## src/hdl/mie_pkg.sv

```systemverilog
// Shared constants and types for the instruction execute block.
// Functional notes
// - Add literal to accumulator, update C, DC, Z.
// - Register select 0..127; target bit picks destination.
// - Add register and accumulator, update C, DC, Z.
// - AND/OR register with accumulator, only Z.
// - AND/OR literal into accumulator, only Z.
// - Bit clear/set touches one bit, no flags.
// - Skip-if-one discards next when bit set.
// - Skip-if-zero discards next when bit clear.
// - Clear register writes zero, sets Z.
// - Clear accumulator writes zero, sets Z.
// - Call pushes return, loads pointer, two cycles.
// - Branch loads pointer from literal and latch.
// - Watchdog kick clears counter, prescaler; sets flags.
// - Invert register, route result, only Z.
// - Decrement/increment register, route result, only Z.
// - Count-and-skip stores result, skips on zero.
// - Load literal into accumulator, no flags.
// - Store accumulator into register, no flags.
// - Instructions are single 14-bit words.
// - Instruction cycle lasts four clock periods.
package mie_pkg;
	localparam int INSTR_W = 14;
	localparam int DATA_W = 8;
	localparam int ADDR_W = 7;
	localparam int PTR_W = 13;
	localparam int LATCH_W = 5;
	localparam int WDT_W = 8;
	localparam int CYCLE_CLKS = 4;
	localparam int CLASS_LSB = 12;
	localparam int SUB_LSB = 8;
	localparam int DEST_BIT = 7;
	localparam int BIT_LSB = 7;
	localparam int JUMP_W = 11;
	localparam int LATCH_PAGE_LSB = 3;
	localparam logic [1:0] CLASS_BYTE = 2'h0;
	localparam logic [1:0] CLASS_BIT = 2'h1;
	localparam logic [1:0] CLASS_JUMP = 2'h2;
	localparam logic [1:0] CLASS_LIT = 2'h3;
	localparam logic [7:0] KICK_CODE = 8'h64;
	localparam logic [12:0] PTR_RESET = 13'h0000;
	localparam logic [7:0] DATA_RESET = 8'h00;
	localparam logic EXPIRY_RESET = 1'b1;
	localparam logic SLEEP_RESET = 1'b1;

	typedef enum logic [3:0] {
		MIE_PH1 = 4'h1,
		MIE_PH2 = 4'h2,
		MIE_PH3 = 4'h4,
		MIE_PH4 = 4'h8
	} mie_phase_t;

	typedef enum logic [3:0] {
		MIE_ADD, MIE_AND, MIE_OR, MIE_CLR, MIE_COM, MIE_DEC, MIE_INC,
		MIE_BCLR, MIE_BSET, MIE_PASS_A, MIE_PASS_B
	} mie_alu_t;
endpackage

```

## src/hdl/mie_core.sv

```systemverilog
// Instruction execute unit: decode, register file, pointer and watchdog.
`timescale 1ns/1ns
module mie_core #(
	parameter int PRESCALE_W = 7 // Watchdog prescaler width
) (
	input wire logic i_sys_clk, // 250 MHz clock
	input wire logic i_rst_n, // Synchronous reset, active low
	input wire logic i_ce, // Clock enable, freezes all state when low
	input wire logic [13:0] i_instr, // Instruction word at the pointer
	input wire logic [4:0] i_pointer_high_latch, // Page latch value
	input wire logic [6:0] i_peek_addr, // Register file read address
	output logic o_instr_take, // Instruction consumed this clock
	output logic [7:0] o_peek_data, // Register file read data
	output logic [12:0] o_instruction_pointer, // Current pointer
	output logic [12:0] o_stack_head, // Last pushed return address
	output logic [7:0] o_accum, // Accumulator
	output logic o_carry, // Carry flag
	output logic o_nibble_overflow_flag, // Digit carry flag
	output logic o_zero, // Zero flag
	output logic o_expiry_flag, // Time-out status flag
	output logic o_sleep_entered_flag, // Power-down status flag
	output logic [7:0] o_watchdog_counter, // Watchdog count
	output logic o_flush // Current cycle runs as an idle slot
);
	mie_pkg::mie_phase_t phase_reg;
	logic [7:0] file_mem [128];
	logic [PRESCALE_W-1:0] prescale_reg;
	logic flush_reg;
	logic exec;
	mie_pkg::mie_alu_t alu_op;
	logic [1:0] op_class;
	logic [3:0] sub;
	logic [6:0] faddr;
	logic [7:0] fval;
	logic [7:0] operand;
	logic [7:0] result;
	logic alu_c;
	logic alu_dc;
	logic alu_z;
	logic to_file;
	logic to_accum;
	logic upd_z;
	logic upd_cdc;
	logic skip;
	logic is_call;
	logic is_branch;
	logic is_kick;
	logic [12:0] jump_target;

	localparam int ADDR_LSB_W = mie_pkg::ADDR_W;
	assign op_class = i_instr[mie_pkg::CLASS_LSB +: 2];
	assign sub = i_instr[mie_pkg::SUB_LSB +: 4];
	assign faddr = i_instr[ADDR_LSB_W-1:0];
	assign fval = file_mem[faddr];
	assign jump_target = {i_pointer_high_latch[mie_pkg::LATCH_PAGE_LSB +: 2],
		i_instr[mie_pkg::JUMP_W-1:0]};
	// Execution happens on the last quarter so the word stays stable all cycle.
	assign exec = i_ce && (phase_reg == mie_pkg::MIE_PH4) && !flush_reg;
	assign o_instr_take = exec;
	assign o_flush = flush_reg;
	assign o_peek_data = file_mem[i_peek_addr];

	always_comb begin
		alu_op = mie_pkg::MIE_PASS_B;
		operand = fval;
		to_file = 1'b0;
		to_accum = 1'b0;
		upd_z = 1'b0;
		upd_cdc = 1'b0;
		skip = 1'b0;
		is_call = 1'b0;
		is_branch = 1'b0;
		is_kick = 1'b0;
		case (op_class)
			mie_pkg::CLASS_BYTE: begin
				to_file = i_instr[mie_pkg::DEST_BIT];
				to_accum = !i_instr[mie_pkg::DEST_BIT];
				upd_z = 1'b1;
				case (sub)
					4'h7: begin
						alu_op = mie_pkg::MIE_ADD;
						upd_cdc = 1'b1;
					end
					4'h5: alu_op = mie_pkg::MIE_AND;
					4'h4: alu_op = mie_pkg::MIE_OR;
					4'h1: alu_op = mie_pkg::MIE_CLR;
					4'h9: alu_op = mie_pkg::MIE_COM;
					4'h3: alu_op = mie_pkg::MIE_DEC;
					4'ha: alu_op = mie_pkg::MIE_INC;
					4'hb, 4'hf: begin
						alu_op = (sub == 4'hb) ? mie_pkg::MIE_DEC : mie_pkg::MIE_INC;
						upd_z = 1'b0;
						skip = alu_z;
					end
					4'h0: begin
						upd_z = 1'b0;
						alu_op = mie_pkg::MIE_PASS_A;
						to_accum = 1'b0;
						is_kick = !i_instr[mie_pkg::DEST_BIT] &&
							(i_instr[7:0] == mie_pkg::KICK_CODE);
					end
					default: begin
						upd_z = 1'b0;
						to_file = 1'b0;
						to_accum = 1'b0;
					end
				endcase
			end
			mie_pkg::CLASS_BIT: begin
				case (sub[3:2])
					2'h0: begin
						alu_op = mie_pkg::MIE_BCLR;
						to_file = 1'b1;
					end
					2'h1: begin
						alu_op = mie_pkg::MIE_BSET;
						to_file = 1'b1;
					end
					2'h2: skip = !fval[i_instr[mie_pkg::BIT_LSB +: 3]];
					default: skip = fval[i_instr[mie_pkg::BIT_LSB +: 3]];
				endcase
			end
			mie_pkg::CLASS_JUMP: begin
				is_call = !i_instr[mie_pkg::JUMP_W];
				is_branch = 1'b1;
			end
			default: begin
				operand = i_instr[7:0];
				to_accum = 1'b1;
				upd_z = 1'b1;
				case (sub)
					4'he, 4'hf: begin
						alu_op = mie_pkg::MIE_ADD;
						upd_cdc = 1'b1;
					end
					4'h9: alu_op = mie_pkg::MIE_AND;
					4'h8: alu_op = mie_pkg::MIE_OR;
					4'h0, 4'h1, 4'h2, 4'h3: begin
						alu_op = mie_pkg::MIE_PASS_B;
						upd_z = 1'b0;
					end
					default: begin
						to_accum = 1'b0;
						upd_z = 1'b0;
					end
				endcase
			end
		endcase
	end

	mie_alu u_alu (
		.i_op(alu_op),
		.i_a(o_accum),
		.i_b(operand),
		.i_bit(i_instr[mie_pkg::BIT_LSB +: 3]),
		.o_result(result),
		.o_carry(alu_c),
		.o_nibble(alu_dc),
		.o_zero(alu_z)
	);

	// Quarter-cycle sequencer.
	always_ff @(posedge i_sys_clk) begin
		if (!i_rst_n) begin
			phase_reg <= mie_pkg::MIE_PH1;
		end else if (i_ce) begin
			case (phase_reg)
				mie_pkg::MIE_PH1: phase_reg <= mie_pkg::MIE_PH2;
				mie_pkg::MIE_PH2: phase_reg <= mie_pkg::MIE_PH3;
				mie_pkg::MIE_PH3: phase_reg <= mie_pkg::MIE_PH4;
				default: phase_reg <= mie_pkg::MIE_PH1;
			endcase
		end
	end

	// A taken skip or a jump turns the following cycle into an idle slot.
	always_ff @(posedge i_sys_clk) begin
		if (!i_rst_n) begin
			flush_reg <= 1'b0;
		end else if (i_ce && phase_reg == mie_pkg::MIE_PH4) begin
			flush_reg <= exec && (skip || is_branch);
		end
	end

	// The pointer skips past the discarded word at once, so the idle slot holds it still.
	always_ff @(posedge i_sys_clk) begin
		if (!i_rst_n) begin
			o_instruction_pointer <= mie_pkg::PTR_RESET;
		end else if (exec) begin
			if (is_branch) begin
				o_instruction_pointer <= jump_target;
			end else if (skip) begin
				o_instruction_pointer <= o_instruction_pointer + 13'h0002;
			end else begin
				o_instruction_pointer <= o_instruction_pointer + 13'h0001;
			end
		end
	end

	// Only one return slot is kept; deeper stacking lives outside this block.
	always_ff @(posedge i_sys_clk) begin
		if (!i_rst_n) begin
			o_stack_head <= mie_pkg::PTR_RESET;
		end else if (exec && is_call) begin
			o_stack_head <= o_instruction_pointer + 13'h0001;
		end
	end

	always_ff @(posedge i_sys_clk) begin
		if (!i_rst_n) begin
			o_accum <= mie_pkg::DATA_RESET;
		end else if (exec && to_accum) begin
			o_accum <= result;
		end
	end

	always_ff @(posedge i_sys_clk) begin
		if (!i_rst_n) begin
			for (int i = 0; i < 128; i++) begin
				file_mem[i] <= mie_pkg::DATA_RESET;
			end
		end else if (exec && to_file) begin
			file_mem[faddr] <= result;
		end
	end

	always_ff @(posedge i_sys_clk) begin
		if (!i_rst_n) begin
			o_carry <= 1'b0;
			o_nibble_overflow_flag <= 1'b0;
			o_zero <= 1'b0;
		end else if (exec) begin
			if (upd_cdc) begin
				o_carry <= alu_c;
				o_nibble_overflow_flag <= alu_dc;
			end
			if (upd_z) begin
				o_zero <= alu_z;
			end
		end
	end

	// Prescaler ticks once per instruction cycle and carries into the counter.
	always_ff @(posedge i_sys_clk) begin
		if (!i_rst_n) begin
			prescale_reg <= '0;
			o_watchdog_counter <= mie_pkg::DATA_RESET;
			o_expiry_flag <= mie_pkg::EXPIRY_RESET;
			o_sleep_entered_flag <= mie_pkg::SLEEP_RESET;
		end else if (exec && is_kick) begin
			prescale_reg <= '0;
			o_watchdog_counter <= mie_pkg::DATA_RESET;
			o_expiry_flag <= 1'b1;
			o_sleep_entered_flag <= 1'b1;
		end else if (i_ce && phase_reg == mie_pkg::MIE_PH4) begin
			prescale_reg <= prescale_reg + 1'b1;
			if (&prescale_reg) begin
				o_watchdog_counter <= o_watchdog_counter + 8'h01;
			end
		end
	end

	property p_cycle_wrap;
		@(posedge i_sys_clk) disable iff (!i_rst_n)
		i_ce && phase_reg == mie_pkg::MIE_PH1 ##1 i_ce [*3] |=> phase_reg == mie_pkg::MIE_PH1;
	endproperty
	a_cycle_wrap: assert property (p_cycle_wrap) else $error("cycle not four clocks");

	property p_add_lit;
		@(posedge i_sys_clk) disable iff (!i_rst_n)
		exec && op_class == mie_pkg::CLASS_LIT && sub[3:1] == 3'h7
		|=> {o_carry, o_accum} == {1'b0, $past(o_accum)} + {1'b0, $past(i_instr[7:0])};
	endproperty
	a_add_lit: assert property (p_add_lit) else $error("add literal wrong");

	property p_clr_reg;
		@(posedge i_sys_clk) disable iff (!i_rst_n)
		exec && op_class == mie_pkg::CLASS_BYTE && sub == 4'h1 && i_instr[7]
		|=> o_zero && file_mem[$past(faddr)] == 8'h00;
	endproperty
	a_clr_reg: assert property (p_clr_reg) else $error("clear register wrong");

	property p_clr_acc;
		@(posedge i_sys_clk) disable iff (!i_rst_n)
		exec && op_class == mie_pkg::CLASS_BYTE && sub == 4'h1 && !i_instr[7]
		|=> o_zero && o_accum == 8'h00;
	endproperty
	a_clr_acc: assert property (p_clr_acc) else $error("clear accumulator wrong");

	property p_bit_flags;
		@(posedge i_sys_clk) disable iff (!i_rst_n)
		exec && op_class == mie_pkg::CLASS_BIT
		|=> $stable(o_zero) && $stable(o_carry) && $stable(o_nibble_overflow_flag);
	endproperty
	a_bit_flags: assert property (p_bit_flags) else $error("bit op changed flags");

	property p_branch;
		@(posedge i_sys_clk) disable iff (!i_rst_n)
		exec && is_branch |=> o_instruction_pointer == $past(jump_target) && flush_reg
		##[1:8] !flush_reg;
	endproperty
	a_branch: assert property (p_branch) else $error("branch wrong");

	property p_call;
		@(posedge i_sys_clk) disable iff (!i_rst_n)
		exec && is_call |=> o_stack_head == $past(o_instruction_pointer) + 13'h0001;
	endproperty
	a_call: assert property (p_call) else $error("call push wrong");

	property p_kick;
		@(posedge i_sys_clk) disable iff (!i_rst_n)
		exec && is_kick |=> o_watchdog_counter == 8'h00 && o_expiry_flag && o_sleep_entered_flag;
	endproperty
	a_kick: assert property (p_kick) else $error("watchdog kick wrong");

	property p_skip_idle;
		@(posedge i_sys_clk) disable iff (!i_rst_n)
		flush_reg && i_ce |=> $stable(o_accum) && $stable(o_instruction_pointer);
	endproperty
	a_skip_idle: assert property (p_skip_idle) else $error("idle slot changed state");

	property p_load_lit;
		@(posedge i_sys_clk) disable iff (!i_rst_n)
		exec && op_class == mie_pkg::CLASS_LIT && sub[3:2] == 2'h0
		|=> o_accum == $past(i_instr[7:0]) && $stable(o_zero);
	endproperty
	a_load_lit: assert property (p_load_lit) else $error("load literal wrong");

	property p_add_reg;
		@(posedge i_sys_clk) disable iff (!i_rst_n)
		exec && op_class == mie_pkg::CLASS_BYTE && sub == 4'h7
		&& !i_instr[mie_pkg::DEST_BIT]
		|=> {o_carry, o_accum} == {1'b0, $past(o_accum)} + {1'b0, $past(fval)};
	endproperty
	a_add_reg: assert property (p_add_reg) else $error("add register wrong");

	property p_bit_skip;
		@(posedge i_sys_clk) disable iff (!i_rst_n)
		exec && op_class == mie_pkg::CLASS_BIT && sub[3:2] == 2'h3
		&& fval[i_instr[mie_pkg::BIT_LSB +: 3]]
		|=> flush_reg && o_instruction_pointer == $past(o_instruction_pointer) + 13'h0002;
	endproperty
	a_bit_skip: assert property (p_bit_skip) else $error("skip if one wrong");

	property p_store_acc;
		@(posedge i_sys_clk) disable iff (!i_rst_n)
		exec && op_class == mie_pkg::CLASS_BYTE && sub == 4'h0
		&& i_instr[mie_pkg::DEST_BIT]
		|=> file_mem[$past(faddr)] == $past(o_accum) && $stable(o_zero) && $stable(o_carry);
	endproperty
	a_store_acc: assert property (p_store_acc) else $error("store accumulator wrong");
endmodule // mie_core

```

## src/hdl/mie_alu.sv

```systemverilog
// Combinational arithmetic and logic unit of the execute block.
`timescale 1ns/1ns
module mie_alu (
	input wire mie_pkg::mie_alu_t i_op, // Operation to perform
	input wire logic [7:0] i_a, // Accumulator operand
	input wire logic [7:0] i_b, // Register or literal operand
	input wire logic [2:0] i_bit, // Bit position for bit ops
	output logic [7:0] o_result, // Result byte
	output logic o_carry, // Carry out of bit 7
	output logic o_nibble, // Carry out of bit 3
	output logic o_zero // Result is zero
);
	logic [8:0] sum;
	logic [4:0] low_sum;

	always_comb begin
		sum = {1'b0, i_a} + {1'b0, i_b};
		low_sum = {1'b0, i_a[3:0]} + {1'b0, i_b[3:0]};
		o_carry = sum[8];
		o_nibble = low_sum[4];
		case (i_op)
			mie_pkg::MIE_ADD: o_result = sum[7:0];
			mie_pkg::MIE_AND: o_result = i_a & i_b;
			mie_pkg::MIE_OR: o_result = i_a | i_b;
			mie_pkg::MIE_CLR: o_result = mie_pkg::DATA_RESET;
			mie_pkg::MIE_COM: o_result = ~i_b;
			mie_pkg::MIE_DEC: o_result = i_b - 8'h01;
			mie_pkg::MIE_INC: o_result = i_b + 8'h01;
			mie_pkg::MIE_BCLR: o_result = i_b & ~(8'h01 << i_bit);
			mie_pkg::MIE_BSET: o_result = i_b | (8'h01 << i_bit);
			mie_pkg::MIE_PASS_A: o_result = i_a;
			default: o_result = i_b;
		endcase
		o_zero = (o_result == 8'h00);
	end
endmodule // mie_alu

```

## config.mk

```make
export PLATFORM = sky130hd
export DESIGN_NAME = mie_core
export DESIGN_NICKNAME = d
export VERILOG_FILES = /design/src/hdl/mie_pkg.sv /design/src/hdl/mie_core.sv /design/src/hdl/mie_alu.sv
export SDC_FILE = /design/constraint.sdc
export NUM_CORES = 2
export LEC_CHECK = 0
export BUFFER_PORTS_ARGS = -buffer_cell sky130_fd_sc_hd__buf_2
export CAP_MARGIN = 20
export CELL_PAD_IN_SITES_DETAIL_PLACEMENT = 1
export CELL_PAD_IN_SITES_GLOBAL_PLACEMENT = 1
export CORE_MARGIN = 10
export CORE_UTILIZATION = 45
export DETAILED_ROUTE_END_ITERATION = 7
export PLACE_DENSITY = 0.67
export SYNTH_ARGS = -nofsm -noshare
export SYNTH_HDL_FRONTEND = slang
export SYNTH_SLANG_ARGS = --single-unit
```

## constraint.sdc

```tcl
create_clock -name i_sys_clk -period 8 [get_ports i_sys_clk]
set_input_delay 1.6 -clock i_sys_clk [delete_from_list [all_inputs] [get_ports i_sys_clk]]
set_output_delay 1.6 -clock i_sys_clk [all_outputs]
set_load 0.02 [all_outputs]
```

==> results.toml <==
[power]
p_per_area_mw_per_mm2 = 220
max-vdd-ir-drop_uv = 212
total_leakage_power_nw = 23.5
power_w = 0.0146

[final_layout]
largest_register = "file_mem"
nFillCells = 12800
drive_above_1_share_pct = 23.9
final_cells = 6516
largest_registers = "file_mem: 1024 flops, o_instruction_pointer: 13 flops, o_stack_head: 13 flops"
largest_reg_flops = 1024
multi_input_area_sq_mm = 0.0243
regArea_sq_mm = 0.0319
design_area_sq_mm = 0.0662
final_util_pct = 51.8
layout-area-overhead-vs-synth_pct = 14.3
fin_nets = 4798

[worst_setup_path]
startpoint = "i_instr[0]"
arrival_ns = 8.28
r2r-end = "o_instruction_pointer[8]$_SDFFE_PN0P_"
slowest_delay_ns = 0.48
critPathMostFrequentCell = "buf_4"
crit_path_start_kind = "input pin"
required_ns = 8.69
critPathSlowestCell = "o31a_1"
timing.rr.start = "file_mem[113][0]$_SDFFCE_PN0P_"
crit_fanout = 14
path_class = "input pin to flip-flop"
worstRegToRegCells = 26
critPathCaptureType = "flip-flop"
rrSetupSlack_ns = 1.34

[global_routing]
grt_pass1_vias = 44900
grt-ovfl-total = 0
grt_start_max_net_pins = 130
grt_pass1_wl_um = 338000
grt_use_total_pct = 32.8
antenna_found_initial = 18

[synth]
yosysUniqueCellTypes = 95
muxShareOfSynthArea_pct = 20.3
synthCells = 4596
synth-adder-area-share_pct = 0.458
synth_top_area_share_pct = 53.1
netlist_top_cells_area = "edfxtp_1 53%, mux4_2 16%, nor2_1 7.3%"
synth-simple-area-share_pct = 12.6
synth_edf_count = 1024
synth_top_family_by_area = "multiplexers"
synth-seq-area-share_pct = 55.1
syn_area_per_cell_sq_um = 12.6
synth-xor-area-share_pct = 0.469
netlist.top_cell.by_area = "edfxtp_1"
synth_area_sq_mm = 0.0579
yosysWarnings = 0
synth_flop_cell = "edfxtp_1"
synth_seq_cells = 1081
ys_async_sr_fraction_pct = 0
synth_compound_area_share_pct = 7.82

[floorplan]
die_w_um = 379
core_sq_mm = 0.128
start_util_pct = 45.4
rows = 131
die_h_um = 379
pin_count = 86
die-area_sq_mm = 0.143

[clock_tree]
cts.sinks = 1081
numCtsBuffers = 120
postCtsSetupRepairBufs = 0
cts_tree = "done"
root_buffer = "clkbuf_16"
cts_hold_buf = 0
ctsResizeCount = 0
cts.clk_slew.worst_paths_ns = 0.06
cts-htree-levels = 3
clkLatencyLatePin_ns = 0.78
clockBufferDepth = 3

[timing]
final_hold_viol_count = 0
max_freq_ghz = 0.132
tightestPinTransition_ns = 1.18
relSlewSlack_pct = 20.4
slew_viol_final = 0
layout_setup_ws_ns = 0.408
post-route-period-util_pct = 94.9
finalSetupViolations = 0
grt_setup_unrepaired = "false"
fin_skew_ns = 0.0587
fin_crit_ns = 7.59

[route]
detail_route.first_pass.iterations = 8
drt_wl_total_um = 238000
vias = 44900
drc = 0
drt-initial-drc-count = 6767
antenna_left = 0
wl_per_cell_um = 36.5
via_per_inst = 6.89

[min_path]
hold_start = "o_flush$_SDFFE_PN0P_"
whs_path_depth = 2
hp-class = "flip-flop to flip-flop"
hold_end = "o_flush$_SDFFE_PN0P_"

[placement]
place_hpwl_um = 166000
port_buffers = 80
dp_slack_ns = -0.146
gp_congestion = 0.971
dp_cells = 6288
place_area_sq_mm = 0.0621

[run]
maxCapViolCount = 0

[status]
status = "completed"
-- cell type report --
type / count / share of cell area [%]
well taps: 1662 / 3.14
inverters: 21 / 0.121
multi-input cells: 3084 / 36.7
flip-flops and latches: 1081 / 48.2
repair buffers: 441 / 5.70
clock inverters: 73 / 1.31
diodes: 6 / 0.0227
clock buffers: 148 / 4.79
-- worst max path at each step --
| stage | to | slack, ns |
|---|---|---|
| after floorplan | o_instruction_pointer[4]$_SDFFE_PN0P_ | 1.35 |
| after global placement | o_instruction_pointer[8]$_SDFFE_PN0P_ | -0.11 |
| after detailed placement | o_instruction_pointer[8]$_SDFFE_PN0P_ | -0.15 |
| after CTS | o_instruction_pointer[8]$_SDFFE_PN0P_ | 0.62 |
| after global routing | o_instruction_pointer[12]$_SDFFE_PN0P_ | 0.12 |
| final | o_instruction_pointer[8]$_SDFFE_PN0P_ | 0.41 |
-- through the flow --
step / TNS, ns / hold WS, ns
global placement: -0.401 / 0.461
floorplan: 0 / 0.454
global route: 0 / 0.513
finish: 0 / 0.482
detailed placement: -0.672 / 0.481
CTS: 0 / 0.489
-- kinds of logic after synthesis --
| family | after synthesis |
|---|---|
| flops | 1081 |
| mux | 652 |
| compound gates | 609 |
| buf+inv | 432 |
| fa+ha+maj | 20 |
| xor+xnor | 31 |
| other cells | 1 |
| simple gates | 1770 |
-- synth_stat cells, types with 8 or more instances --
master,instances
mux2_2,84
o22ai_1,34
clkbuf_1,271
buf_4,28
edfxtp_1,1024
mux2_1,10
a221oi_1,97
nand3_1,41
nand4_1,24
a22oi_1,99
o2bb2ai_1,16
o21ai_1,8
mux2i_1,146
nand2_1,384
buf_6,15
o21ai_0,55
dfxtp_1,57
buf_2,51
xnor2_1,11
nor2b_1,28
ha_1,18
a221o_1,24
inv_1,17
and3_1,19
o211ai_1,10
xor2_1,20
buf_1,46
o221ai_1,22
a22o_1,11
mux4_2,410
and2_1,18
nor3_1,28
nor2_1,1129
o21a_1,8
a21oi_1,94
or3_1,8
a211oi_1,29
nand2b_1,35
a31oi_1,13
-- layout by cell type, fill, tap and decap left out, types with 27 or more instances in the layout --
cell type / synthesis / final
nor3_1: 28 / 27
dfxtp_1: 57 / 57
nand2b_1: 35 / 35
a221oi_1: 97 / 97
buf_4: 28 / 314
nand2_1: 384 / 384
o21ai_0: 55 / 55
clkbuf_16: 0 / 122
nor2_1: 1129 / 1128
mux4_2: 410 / 410
a211oi_1: 29 / 29
buf_2: 51 / 72
edfxtp_1: 1024 / 1024
buf_12: 0 / 48
mux2_2: 84 / 82
nand3_1: 41 / 41
mux2i_1: 146 / 146
a21oi_1: 94 / 94
o22ai_1: 34 / 34
a22oi_1: 99 / 99
-- critical path: cells and delay by family --
family	cells	cell delay, ns
AO/OA/AOI/OAI	11	2.83
buffers and inverters	7	1.48
AND/OR/NAND/NOR	7	1.30
multiplexers	2	0.55
adder cells (fa/ha/maj)	2	0.46
-- per-layer routing --
metal,track usage [%],routed length [um],vias up
met1,44.2,90300,23200
met3,9.45,30200,675
li1,-,-,17900
met5,0.303,97,-
met2,48.1,103000,3076
met4,16.8,14100,14
-- where the power goes --
group | switching [W] | internal, W
combinational | 0.00153 | 0.000754
clock | 0.00246 | 0.00336
sequential | 0.000119 | 0.00636
total | 0.00411 | 0.0105
No activity file was read; power rests on OpenSTA's default activity.
